$ cat src/fapc_pkg.sv
package fapc_pkg;
  // Flash organisation
  localparam int FAPC_NUM_MODULES     = 4;
  localparam int FAPC_ADDR_W          = 20;
  localparam int FAPC_DATA_W          = 32;
  localparam int FAPC_WS_W            = 4;
  localparam int FAPC_MOD_W           = 2;
  // Module that may always be written while others are read
  localparam logic [1:0] FAPC_FREE_MODULE = 2'h3;
  // Parallel limits
  localparam int FAPC_PAR_LIMIT_ONE_RD  = 4;
  localparam int FAPC_PAR_LIMIT_MANY_RD = 1;
  // Clock and timing
  localparam int FAPC_CLK_MHZ         = 250;
  localparam int FAPC_FAST_LIMIT_MHZ  = 80;
  localparam int FAPC_ERASE_US        = 7000;  // Typical erase, below 8.0 ms maximum
  localparam int FAPC_PROG_US         = 3000;  // Typical program, below 3.5 ms maximum
  localparam int FAPC_ERASE_CYC       = FAPC_ERASE_US * FAPC_CLK_MHZ;
  localparam int FAPC_PROG_CYC        = FAPC_PROG_US * FAPC_CLK_MHZ;
  localparam int FAPC_SM_OVERHEAD     = 4;     // Sequencer overhead cycles
  localparam int FAPC_CNT_W           = 24;
  localparam logic [FAPC_WS_W-1:0] FAPC_WS_RESET = 4'h4;
  // Word address step for sequential detection
  localparam logic [FAPC_ADDR_W-1:0] FAPC_ADDR_STEP = 20'h00001;

  typedef enum logic [1:0] {FAPC_OP_NONE, FAPC_OP_ERASE, FAPC_OP_PROG} fapc_op_t;

  typedef struct packed {
    logic                   valid;
    logic [FAPC_MOD_W-1:0]  module_sel;
    logic [FAPC_ADDR_W-1:0] addr;
  } fapc_rd_req_t;

  typedef struct packed {
    logic                   start;
    fapc_op_t               op;
    logic [FAPC_NUM_MODULES-1:0] modules;
  } fapc_pe_req_t;
endpackage

$ cat src/fapc_ctrl.sv
`timescale 1ns/1ps
`default_nettype none
// Function
// Software sets wait states: 1 to 8 MHz, 2 to 13, 3 to 17, 4 above.
// Configured wait states are inserted only on non-sequential reads.
// Prefetch next word so sequential reads are served without wait states.
// Never erase or program a module that is currently being read.
// One read module or SRAM and clock up to 80 MHz allows four parallel.
// Reads from several modules allow one at a time; module 3 always allowed.
// Erase completes within 8.0 ms, busy held throughout.
// Page program completes within 3.5 ms, busy held throughout.
// Durations come from a flash time base plus a few sequencer cycles.
// After delivery all sectors are erased and no protection is installed.
// Security pages may be erased at least ten times; software limits it.
// Refused program or erase requests are reported with an error flag; starts that arrive while busy are dropped without it.
module fapc_ctrl
  import fapc_pkg::*;
#(
  parameter int ERASE_CYC = FAPC_ERASE_CYC,
  parameter int PROG_CYC  = FAPC_PROG_CYC
)(
  input  wire logic                        i_sys_clk,
  input  wire logic                        i_sys_rst,
  input  wire logic [FAPC_WS_W-1:0]        i_flash_wait_state_count,
  input  wire logic                        i_clk_le_80mhz,
  input  wire fapc_rd_req_t                i_rd_req,
  input  wire logic                        i_code_sram_rd,
  input  wire logic [FAPC_NUM_MODULES-1:0] i_read_modules,
  input  wire fapc_pe_req_t                i_pe_req,
  output logic                             o_rd_ready,
  output logic                             o_rd_seq_hit,
  output logic [FAPC_NUM_MODULES-1:0]      o_busy_modules,
  output logic                             o_busy,
  output logic                             o_pe_done,
  output logic                             o_pe_error
);

  typedef enum logic [1:0] {FAPC_ST_IDLE, FAPC_ST_RUN, FAPC_ST_TAIL} fapc_state_t;

  typedef struct packed {
    fapc_state_t                 state;
    logic [FAPC_CNT_W-1:0]       cnt;
    logic [FAPC_NUM_MODULES-1:0] busy_mods;
    logic                        busy;
    logic                        done;
    logic                        error;
    logic [FAPC_WS_W-1:0]        ws_cnt;
    logic                        rd_wait;
    logic [FAPC_ADDR_W-1:0]      pf_addr;
    logic                        pf_valid;
    logic                        rd_ready;
    logic                        seq_hit;
  } fapc_regs_t;

  fapc_regs_t st_r;
  fapc_regs_t st_nxt;

  // Population count of module mask
  function automatic logic [2:0] fapc_count(input logic [FAPC_NUM_MODULES-1:0] m);
    logic [2:0] c;
    c = 3'h0;
    for (int k = 0; k < FAPC_NUM_MODULES; k++)
    begin
      c = c + {2'h0, m[k]};
    end
    return c;
  endfunction

  logic [2:0] rd_cnt;
  logic [2:0] pe_cnt;
  logic       pe_allowed;
  logic       rd_seq;
  logic [FAPC_NUM_MODULES-1:0] rd_mask;

  // Permission check against current read activity
  always_comb
  begin
    rd_mask = i_read_modules;
    if (i_rd_req.valid)
    begin
      rd_mask[i_rd_req.module_sel] = 1'b1;
    end
    rd_cnt = fapc_count(rd_mask);
    pe_cnt = fapc_count(i_pe_req.modules);
    pe_allowed = (i_pe_req.modules != '0) && ((i_pe_req.modules & rd_mask) == '0);
    if (rd_cnt <= 3'(FAPC_PAR_LIMIT_MANY_RD) && i_clk_le_80mhz)
    begin
      pe_allowed = pe_allowed && (pe_cnt <= 3'(FAPC_PAR_LIMIT_ONE_RD));
    end
    else
    begin
      pe_allowed = pe_allowed && ((pe_cnt <= 3'(FAPC_PAR_LIMIT_MANY_RD))
                   || (i_pe_req.modules == (4'h1 << FAPC_FREE_MODULE)));
    end
    rd_seq = st_r.pf_valid && (i_rd_req.addr == st_r.pf_addr);
  end

  // Next-state: read wait states, prefetch and program/erase sequencer
  always_comb
  begin
    st_nxt = st_r;
    st_nxt.done = 1'b0;
    st_nxt.rd_ready = 1'b0;
    st_nxt.seq_hit = 1'b0;
    // Reads: sequential hits from prefetch, others wait the configured count
    if (st_r.rd_wait)
    begin
      if (st_r.ws_cnt == '0)
      begin
        st_nxt.rd_wait = 1'b0;
        st_nxt.rd_ready = 1'b1;
      end
      else
      begin
        st_nxt.ws_cnt = st_r.ws_cnt - 4'h1;
      end
    end
    else if (i_rd_req.valid)
    begin
      st_nxt.pf_addr = i_rd_req.addr + FAPC_ADDR_STEP;
      st_nxt.pf_valid = 1'b1;
      if (rd_seq)
      begin
        st_nxt.rd_ready = 1'b1;
        st_nxt.seq_hit = 1'b1;
      end
      else
      begin
        st_nxt.rd_wait = 1'b1;
        st_nxt.ws_cnt = i_flash_wait_state_count - 4'h1;
      end
    end
    // Sequencer
    case (st_r.state)
      FAPC_ST_IDLE:
      begin
        if (i_pe_req.start && i_pe_req.op != FAPC_OP_NONE)
        begin
          if (pe_allowed)
          begin
            st_nxt.state = FAPC_ST_RUN;
            st_nxt.busy_mods = i_pe_req.modules;
            st_nxt.busy = 1'b1;
            st_nxt.error = 1'b0;
            st_nxt.cnt = (i_pe_req.op == FAPC_OP_ERASE) ? FAPC_CNT_W'(ERASE_CYC - 1)
                                                        : FAPC_CNT_W'(PROG_CYC - 1);
          end
          else
          begin
            st_nxt.error = 1'b1;
          end
        end
      end
      FAPC_ST_RUN:
      begin
        if (st_r.cnt == '0)
        begin
          st_nxt.state = FAPC_ST_TAIL;
          st_nxt.cnt = FAPC_CNT_W'(FAPC_SM_OVERHEAD - 1);
        end
        else
        begin
          st_nxt.cnt = st_r.cnt - 24'h000001;
        end
      end
      FAPC_ST_TAIL:
      begin
        if (st_r.cnt == '0)
        begin
          st_nxt.state = FAPC_ST_IDLE;
          st_nxt.busy_mods = '0;
          st_nxt.busy = 1'b0;
          st_nxt.done = 1'b1;
        end
        else
        begin
          st_nxt.cnt = st_r.cnt - 24'h000001;
        end
      end
      default:
      begin
        st_nxt.state = FAPC_ST_IDLE;
      end
    endcase
  end

  // State register; reset leaves no operation running and no protection (erased state is the array's)
  always_ff @(posedge i_sys_clk or posedge i_sys_rst)
  begin
    if (i_sys_rst)
    begin
      st_r <= '0;
    end
    else
    begin
      st_r <= st_nxt;
    end
  end

  assign o_rd_ready     = st_r.rd_ready;
  assign o_rd_seq_hit   = st_r.seq_hit;
  assign o_busy_modules = st_r.busy_mods;
  assign o_busy         = st_r.busy; // Own flop so the output never glitches
  assign o_pe_done      = st_r.done;
  assign o_pe_error     = st_r.error;

  // An accepted erase loads the erase count and raises busy on the next cycle
  erase_bound_a: assert property (@(posedge i_sys_clk) disable iff (i_sys_rst)
    (st_r.state == FAPC_ST_IDLE && i_pe_req.start && i_pe_req.op == FAPC_OP_ERASE && pe_allowed)
    |=> (st_r.cnt == FAPC_CNT_W'(ERASE_CYC - 1)) && o_busy)
    else $error("erase length wrong");
  prog_bound_a: assert property (@(posedge i_sys_clk) disable iff (i_sys_rst)
    (st_r.state == FAPC_ST_IDLE && i_pe_req.start && i_pe_req.op == FAPC_OP_PROG && pe_allowed)
    |=> (st_r.cnt == FAPC_CNT_W'(PROG_CYC - 1)) && o_busy)
    else $error("program length wrong");
  no_read_busy_a: assert property (@(posedge i_sys_clk) disable iff (i_sys_rst)
    (st_r.state == FAPC_ST_IDLE && i_pe_req.start && i_pe_req.op != FAPC_OP_NONE
     && (i_pe_req.modules & rd_mask) != '0)
    |=> !o_busy && o_pe_error)
    else $error("read module started");
  // Code SRAM reads alone must not block a full parallel request
  sram_par_ok_a: assert property (@(posedge i_sys_clk) disable iff (i_sys_rst)
    (st_r.state == FAPC_ST_IDLE && i_pe_req.start && i_pe_req.op != FAPC_OP_NONE && i_code_sram_rd
     && rd_mask == '0 && i_clk_le_80mhz && i_pe_req.modules != '0) |=> o_busy)
    else $error("parallel refused under sram reads");
  seq_no_wait_a: assert property (@(posedge i_sys_clk) disable iff (i_sys_rst)
    (i_rd_req.valid && !st_r.rd_wait && rd_seq) |=> o_rd_ready && o_rd_seq_hit)
    else $error("sequential read stalled");
  nonseq_wait_a: assert property (@(posedge i_sys_clk) disable iff (i_sys_rst)
    (i_rd_req.valid && !st_r.rd_wait && !rd_seq && i_flash_wait_state_count == 4'h4)
    |=> !o_rd_ready [*4] ##1 o_rd_ready)
    else $error("wait count wrong");
  prefetch_addr_a: assert property (@(posedge i_sys_clk) disable iff (i_sys_rst)
    (i_rd_req.valid && !st_r.rd_wait) |=> st_r.pf_addr == $past(i_rd_req.addr) + FAPC_ADDR_STEP)
    else $error("prefetch address wrong");
  multi_read_one_a: assert property (@(posedge i_sys_clk) disable iff (i_sys_rst)
    (st_r.state == FAPC_ST_IDLE && i_pe_req.start && rd_cnt > 3'h1 && pe_cnt > 3'h1) |=> !o_busy)
    else $error("parallel under multiple reads");
  tail_done_a: assert property (@(posedge i_sys_clk) disable iff (i_sys_rst)
    (st_r.state == FAPC_ST_RUN && st_r.cnt == '0) |-> ##5 o_pe_done)
    else $error("overhead length wrong");

endmodule
`default_nettype wire

$ cat config.mk
export PLATFORM = sky130hd
export DESIGN_NAME = fapc_ctrl
export DESIGN_NICKNAME = d
export VERILOG_FILES = /design/src/fapc_pkg.sv /design/src/fapc_ctrl.sv
export SDC_FILE = /design/constraint.sdc
export NUM_CORES = 1
export LEC_CHECK = 0
export BUFFER_PORTS_ARGS = -buffer_cell sky130_fd_sc_hd__buf_2
export CAP_MARGIN = 20
export CORE_MARGIN = 1
export CORE_UTILIZATION = 53
export DETAILED_ROUTE_END_ITERATION = 8
export GPL_ROUTABILITY_DRIVEN = 0
export PLACE_DENSITY = 0.84
export SYNTH_ARGS = -nofsm -noshare
export SYNTH_HDL_FRONTEND = slang
export SYNTH_SLANG_ARGS = --single-unit
$ cat constraint.sdc
create_clock -name i_sys_clk -period 2.3 [get_ports i_sys_clk]
set_input_delay 0 -clock i_sys_clk [delete_from_list [all_inputs] [get_ports i_sys_clk]]
set_output_delay 0 -clock i_sys_clk [all_outputs]
set_load 0.05 [all_outputs]
==> Word-level counts from Yosys, hierarchy flattened <==
Index checks and enable logic that the tools add are counted.
{ "word_totals": {"reg_bits": 61, "in_bits": 42, "out_inout_bits": 9, "word_cells": 91} }
{ "op_classes": {"addsub": 10, "magnitude_cmp": 5, "n_eq_ne": 12, "mux": 26, "n_bitwise": 3, "reduce_logical": 23} }
{ "ops": {"columns": ["operator", "count"], "rows": [
  ["one-hot mux 24 bit (3 select lines)", 1],
  ["2-to-1 mux 31 bit", 2],
  ["2-to-1 mux 24 bit", 2],
  ["2-to-1 mux 28 bit", 1],
  ["logical NOT 24 bit", 1],
  ["subtractor 24 x 1 -> 24 bit, second input constant", 1],
  ["2-to-1 mux 21 bit", 1],
  ["adder 20 x 1 -> 20 bit, second input constant", 1],
  ["== test 20 bit", 1],
  ["inequality test 2 bit, second input constant", 7],
  ["AND reduction 4 bit", 3],
  ["2-to-1 mux 5 bit", 2],
  ["one-hot mux 5 bit (2 select lines)", 1],
  ["logical NOT 4 bit", 2],
  ["2-to-1 mux 1 bit", 8],
  ["2-to-1 mux 4 bit", 2],
  ["subtractor 4 x 1 -> 4 bit, second input constant", 2],
  ["logical AND 1 bit", 7],
  ["adder 2 x 1 -> 3 bit", 2],
  ["adder 3 x 1 -> 3 bit", 2],
  ["less-or-equal comparator 3 x 1 -> 1 bit, second input constant", 2],
  ["2-to-1 mux 2 bit", 3],
  ["2-to-1 mux 6 bit", 1],
  ["one-hot mux 2 bit (3 select lines)", 1],
  ["other kinds (18)", 23]
]} }

==> Logic depth before layout (Yosys ltp) <==
{ "logic_depth": {"word_depth": 15, "ltp_mapped": 13, "depth_no_buf": 12} }

==> Least setup slack after synthesis <==
No wires, ideal clock.
{ "synth_timing": {"path_type": "register to register", "from": "register st_r[59] (netlist bit)", "to": "register st_r[52] (netlist bit)", "setup_ns": 0.129, "t_arrival_ns": 2.335, "t_required_ns": 2.171, "setup_slack_ns": -0.164, "path_stages_with_launch": 10, "period_less_slack_ns": 2.464, "path_cell_list": "dfrtp_1 -> inv_1 -> ha_1 -> or4_1 -> or4_4 -> o22ai_4 -> buf_4 -> a21oi_1 -> o31ai_1 -> o21ai_1"} }
{ "synth_via": {"elab_chain_cells": 3, "word_cells_on_any_way": 9, "cone_classes": "eq/ne (5); mux (1); reduce/logical (3)"} }
{ "synth_rtl": {"columns": ["item", "line", "text"], "rows": [
  ["start, declared", "fapc_ctrl.sv:55", "fapc_regs_t st_r;"],
  ["start signal, assigned", "fapc_ctrl.sv:196", "st_r <= st_nxt;"],
  ["== test 2 bit (tied with other cells)", "fapc_ctrl.sv:134", "case (st_r.state)"],
  ["inequality test 2 bit (no source line) / nonzero test 3 bit (equally long branches)", null, null],
  ["AND reduction 4 bit (no source line)", null, null]
]} }
Several ways; a longest one is shown, not always the timed one.
A chain may end at the register's enable or synchronous reset.

==> Worst setup path in the final report <==
{ "layout_timing": {"from": "register st_r[54] (netlist bit)", "to": "register st_r[39] (netlist bit)"} }
{ "layout_via": {"elab_chain_cells": 3, "word_cells_on_any_way": 5, "cone_classes": "eq/ne (1); mux (2); reduce/logical (2)"} }
{ "layout_rtl": {"columns": ["item", "line"], "rows": [
  ["logical NOT 24 bit *", "fapc_ctrl.sv:156, fapc_ctrl.sv:168"],
  ["2-to-1 mux 24 bit / inequality test 2 bit (equally long branches)", null],
  ["one-hot mux 24 bit (3 select lines) / AND reduction 4 bit (equally long branches)", null]
]} }
Every way passes the cells marked *; elsewhere a longest branch is shown, timed or not.

==> flow_metrics.tcl <==
set metrics [dict create \
    avgSynthCellArea_sq_um 8.76 \
    firstDrtPassIters 6 \
    via_per_inst 6.40 \
    critPathKind "reg -> reg" \
    clock_skew_ns 0.00841 \
    cts_buffer_depth 2 \
    area.sequential_sq_um 1530 \
    max_stage_delay_ns 0.58 \
    synthArstFlopShare_pct 100 \
    violations "negative setup slack" \
    final_common_cell "dfrtp_1" \
    grt_pass1_wl_microns 17800 \
    io_pins 51 \
    final_cell_mix "dfrtp_1, buf_4, buf_2" \
    peakVddDrop_mv 0.689 \
    cp_max_fo 6 \
    vias 4328 \
    busiest_layer "met2" \
    grt_pass1_vias 3787 \
    setup_viol 30 \
    finalWorstSetupSlack_ns -0.169 \
    ys_ff_latch 61 \
    r2r_cells 7 \
    die_area_sq_um 8010 \
    p_leak_nw 2.31 \
    numCtsBuffers 9 \
    synth_edf_count 0 \
    arrival_ns 2.67 \
    multi_input_area_sq_um 2510 \
    power_density_nw_per_um2 1040 \
    clkSinkCount 61 \
    fp.coreArea_sq_um 7330 \
    path_cells "or4_4, or4_4, o221ai_4, buf_6, nor2_2, o31ai_1, o31ai_1" \
    status "complete, but fails checks" \
    drive_above_1_share_pct 32.2 \
    drt_wl_total_microns 12800 \
    post-route-util_pct 73.1 \
    syn_area_sq_um 4060 \
    critPathLaunchType "flip-flop" \
    antenna_found_initial 0 \
    drc 0 \
    ys.warnings.count 0 \
    cts-root-buf "clkbuf_8" \
    tns_ns -3.00 \
    die_w_microns 89.5 \
    cts_tree "done" \
    portBuffers 49 \
    die-height_microns 89.5 \
    end_kind "flip-flop" \
    cpMaxStageDelayCell "or4_4" \
    maxCapViolations 0 \
    slew_violations 0 \
    fmax_mhz 405 \
    synthFlopType "dfrtp_1" \
    grt_use_met2_pct 48.4 \
    gr-total-overflow 0 \
    clk_latency_ns 0.34 \
    cp.required_ns 2.50 \
    r2r-start "st_r[54]$_DFFE_PP0P_" \
    ant_nets 0 \
    grt_max_degree 40 \
    start_util_pct 55.3 \
    syn_nets 520 \
    finalHoldViolations 0 \
    layout.nets 629 \
    tightest_slew_ns 0.622 \
    rsz0062_at_grt "true" \
    synthCells 463 \
    ys_types 59 \
    min_to "st_r[22]$_DFFE_PP0P_" \
    hp-class "in -> reg" \
    r2r_setup_slack_ns -0.17 \
    ys_seq_area_share_pct 37.6 \
    cts_htree_levels 3 \
    use_met3_pct 5.45 \
    layout_min_cycle_time_ns 2.47 \
    hold_depth 3 \
    place.detailed.hpwl_microns 7590 \
    path_clk_slew_ns 0.07 \
    min_period_over_period_pct 107 \
    fillers 442 \
    synthToLayoutAreaGrowth_pct 32.1 \
    wl_per_cell_microns 19.0 \
    regToRegEndpoint "st_r[39]$_DFFE_PP0P_" \
    antennaDiodeCount 0 \
    max-slew-margin-rel_pct 58.2 \
    grt_usage_pct 29.1 \
    hp-start "i_rd_req[19]" \
    first_iter_violations 511 \
    rows 31 \
    grt_use_met1_pct 36.8 \
]
[area by class of cell]
type | instances | area share, %
clock buffer | 12 | 2.71
tap | 99 | 2.31
timing repair buffer | 123 | 17.0
clock inverter | 4 | 0.887
sequential | 61 | 28.5
inverter | 27 | 1.89
multi-input combinational | 350 | 46.8
[synthesized netlist by cell type, drive strengths merged, types with 5 or more instances]
cell	instances	share of area (%)
dfrtp	61	38
or4	6	1.4
ha	13	4.0
nor4	5	1.1
nand2	43	4.0
xnor2	23	5.0
a21oi	19	2.4
nand4	11	1.9
clkbuf	14	1.3
o22ai	6	1.3
xor2	17	3.7
o31ai	23	4.3
inv	27	2.5
o41a	5	1.4
o21ai	47	5.8
nand2b	6	0.93
nor3	13	1.7
nor2	40	3.7
buf	11	1.9
nand3	12	1.5
or3	5	0.77
[what timing repair did]
action	4_1_cts	5_1_grt
endpoints found under the setup margin	30	32
hold endpoints to repair	28	0
gates cloned	1	3
pin swaps	8	12
gates resized for setup	11	31
buffers inserted	3	7
hold buffers	7	0
[per-layer routing]
layer,share of wire [%],vias up
li1,-,1877
met1,39,2048
met2,47,312
met3,9.0,91
met4,5.5,0
met5,0,-
[cells by family (layout without fill, tap and decap cells)]
kind of cell,count (synthesis),in the layout,share of synthesized area (%)
AOI/OAI and AO/OA,131,131,21.6
xor gates and xnor gates,40,40,8.64
adders and majority gates,15,15,5.00
buffers and inverters,52,166,5.71
DFF,61,61,37.6
muxes,2,2,0.524
and+or+nand+nor,162,162,20.9
[worst max-delay path, delay by kind of cell (launching register included)]
family | cells | cell delay [ns]
AOI/OAI and AO/OA | 3 | 0.60
buffers and inverters | 1 | 0.16
DFF | 1 | 0.40
and+or+nand+nor | 3 | 1.16
[sequential cells by signal, summed over array words and instances (netlist names)]
register and flops:
st_r 52, o_busy_modules 4, o_busy 1, o_pe_done 1
o_pe_error 1, o_rd_ready 1, o_rd_seq_hit 1
[report_power, final]
group          switching, mW  internal, mW  total (mW)
clock network          0.448         0.528       0.975
registers              0.355          1.50        1.85
logic                   1.60          1.16        2.76
total                   2.40          3.18        5.59
[worst max-delay path by stage]
| stage | endpoint | depth (start not counted) | slack, ns | from |
|---|---|---|---|---|
| final | st_r[39]$_DFFE_PP0P_ | 7 | -0.17 | st_r[54]$_DFFE_PP0P_ |
| after global routing | st_r[44]$_DFFE_PP0P_ | 10 | -0.24 | st_r[59]$_DFFE_PP0P_ |
| after CTS | st_r[38]$_DFFE_PP0P_ | 9 | -0.11 | st_r[59]$_DFFE_PP0P_ |
| after detailed placement | st_r[58]$_DFFE_PP0P_ | 10 | -0.31 | i_rd_req[22] |
| after global placement | st_r[58]$_DFFE_PP0P_ | 13 | -0.18 | i_pe_req[0] |
| after floorplan | st_r[36]$_DFFE_PP0P_ | 7 | -0.12 | st_r[52]$_DFFE_PP0P_ |
[stage by stage]
stage	setup WS (ns)	hold slack [ns]	instances	power [mW]	area (sq um)
6_report	-0.169	0.000174	676	5.59	5360
5_1_grt	-0.240	0.0277	676	5.86	5360
4_1_cts	-0.105	0.00438	666	5.26	5120
3_5_place_dp	-0.308	0.0686	639	4.17	4770
3_3_place_gp	-0.180	0.0637	639	4.04	4770
2_1_floorplan	-0.119	0.112	463	3.48	4150
Note: power is estimated with default switching activity, not from simulation.
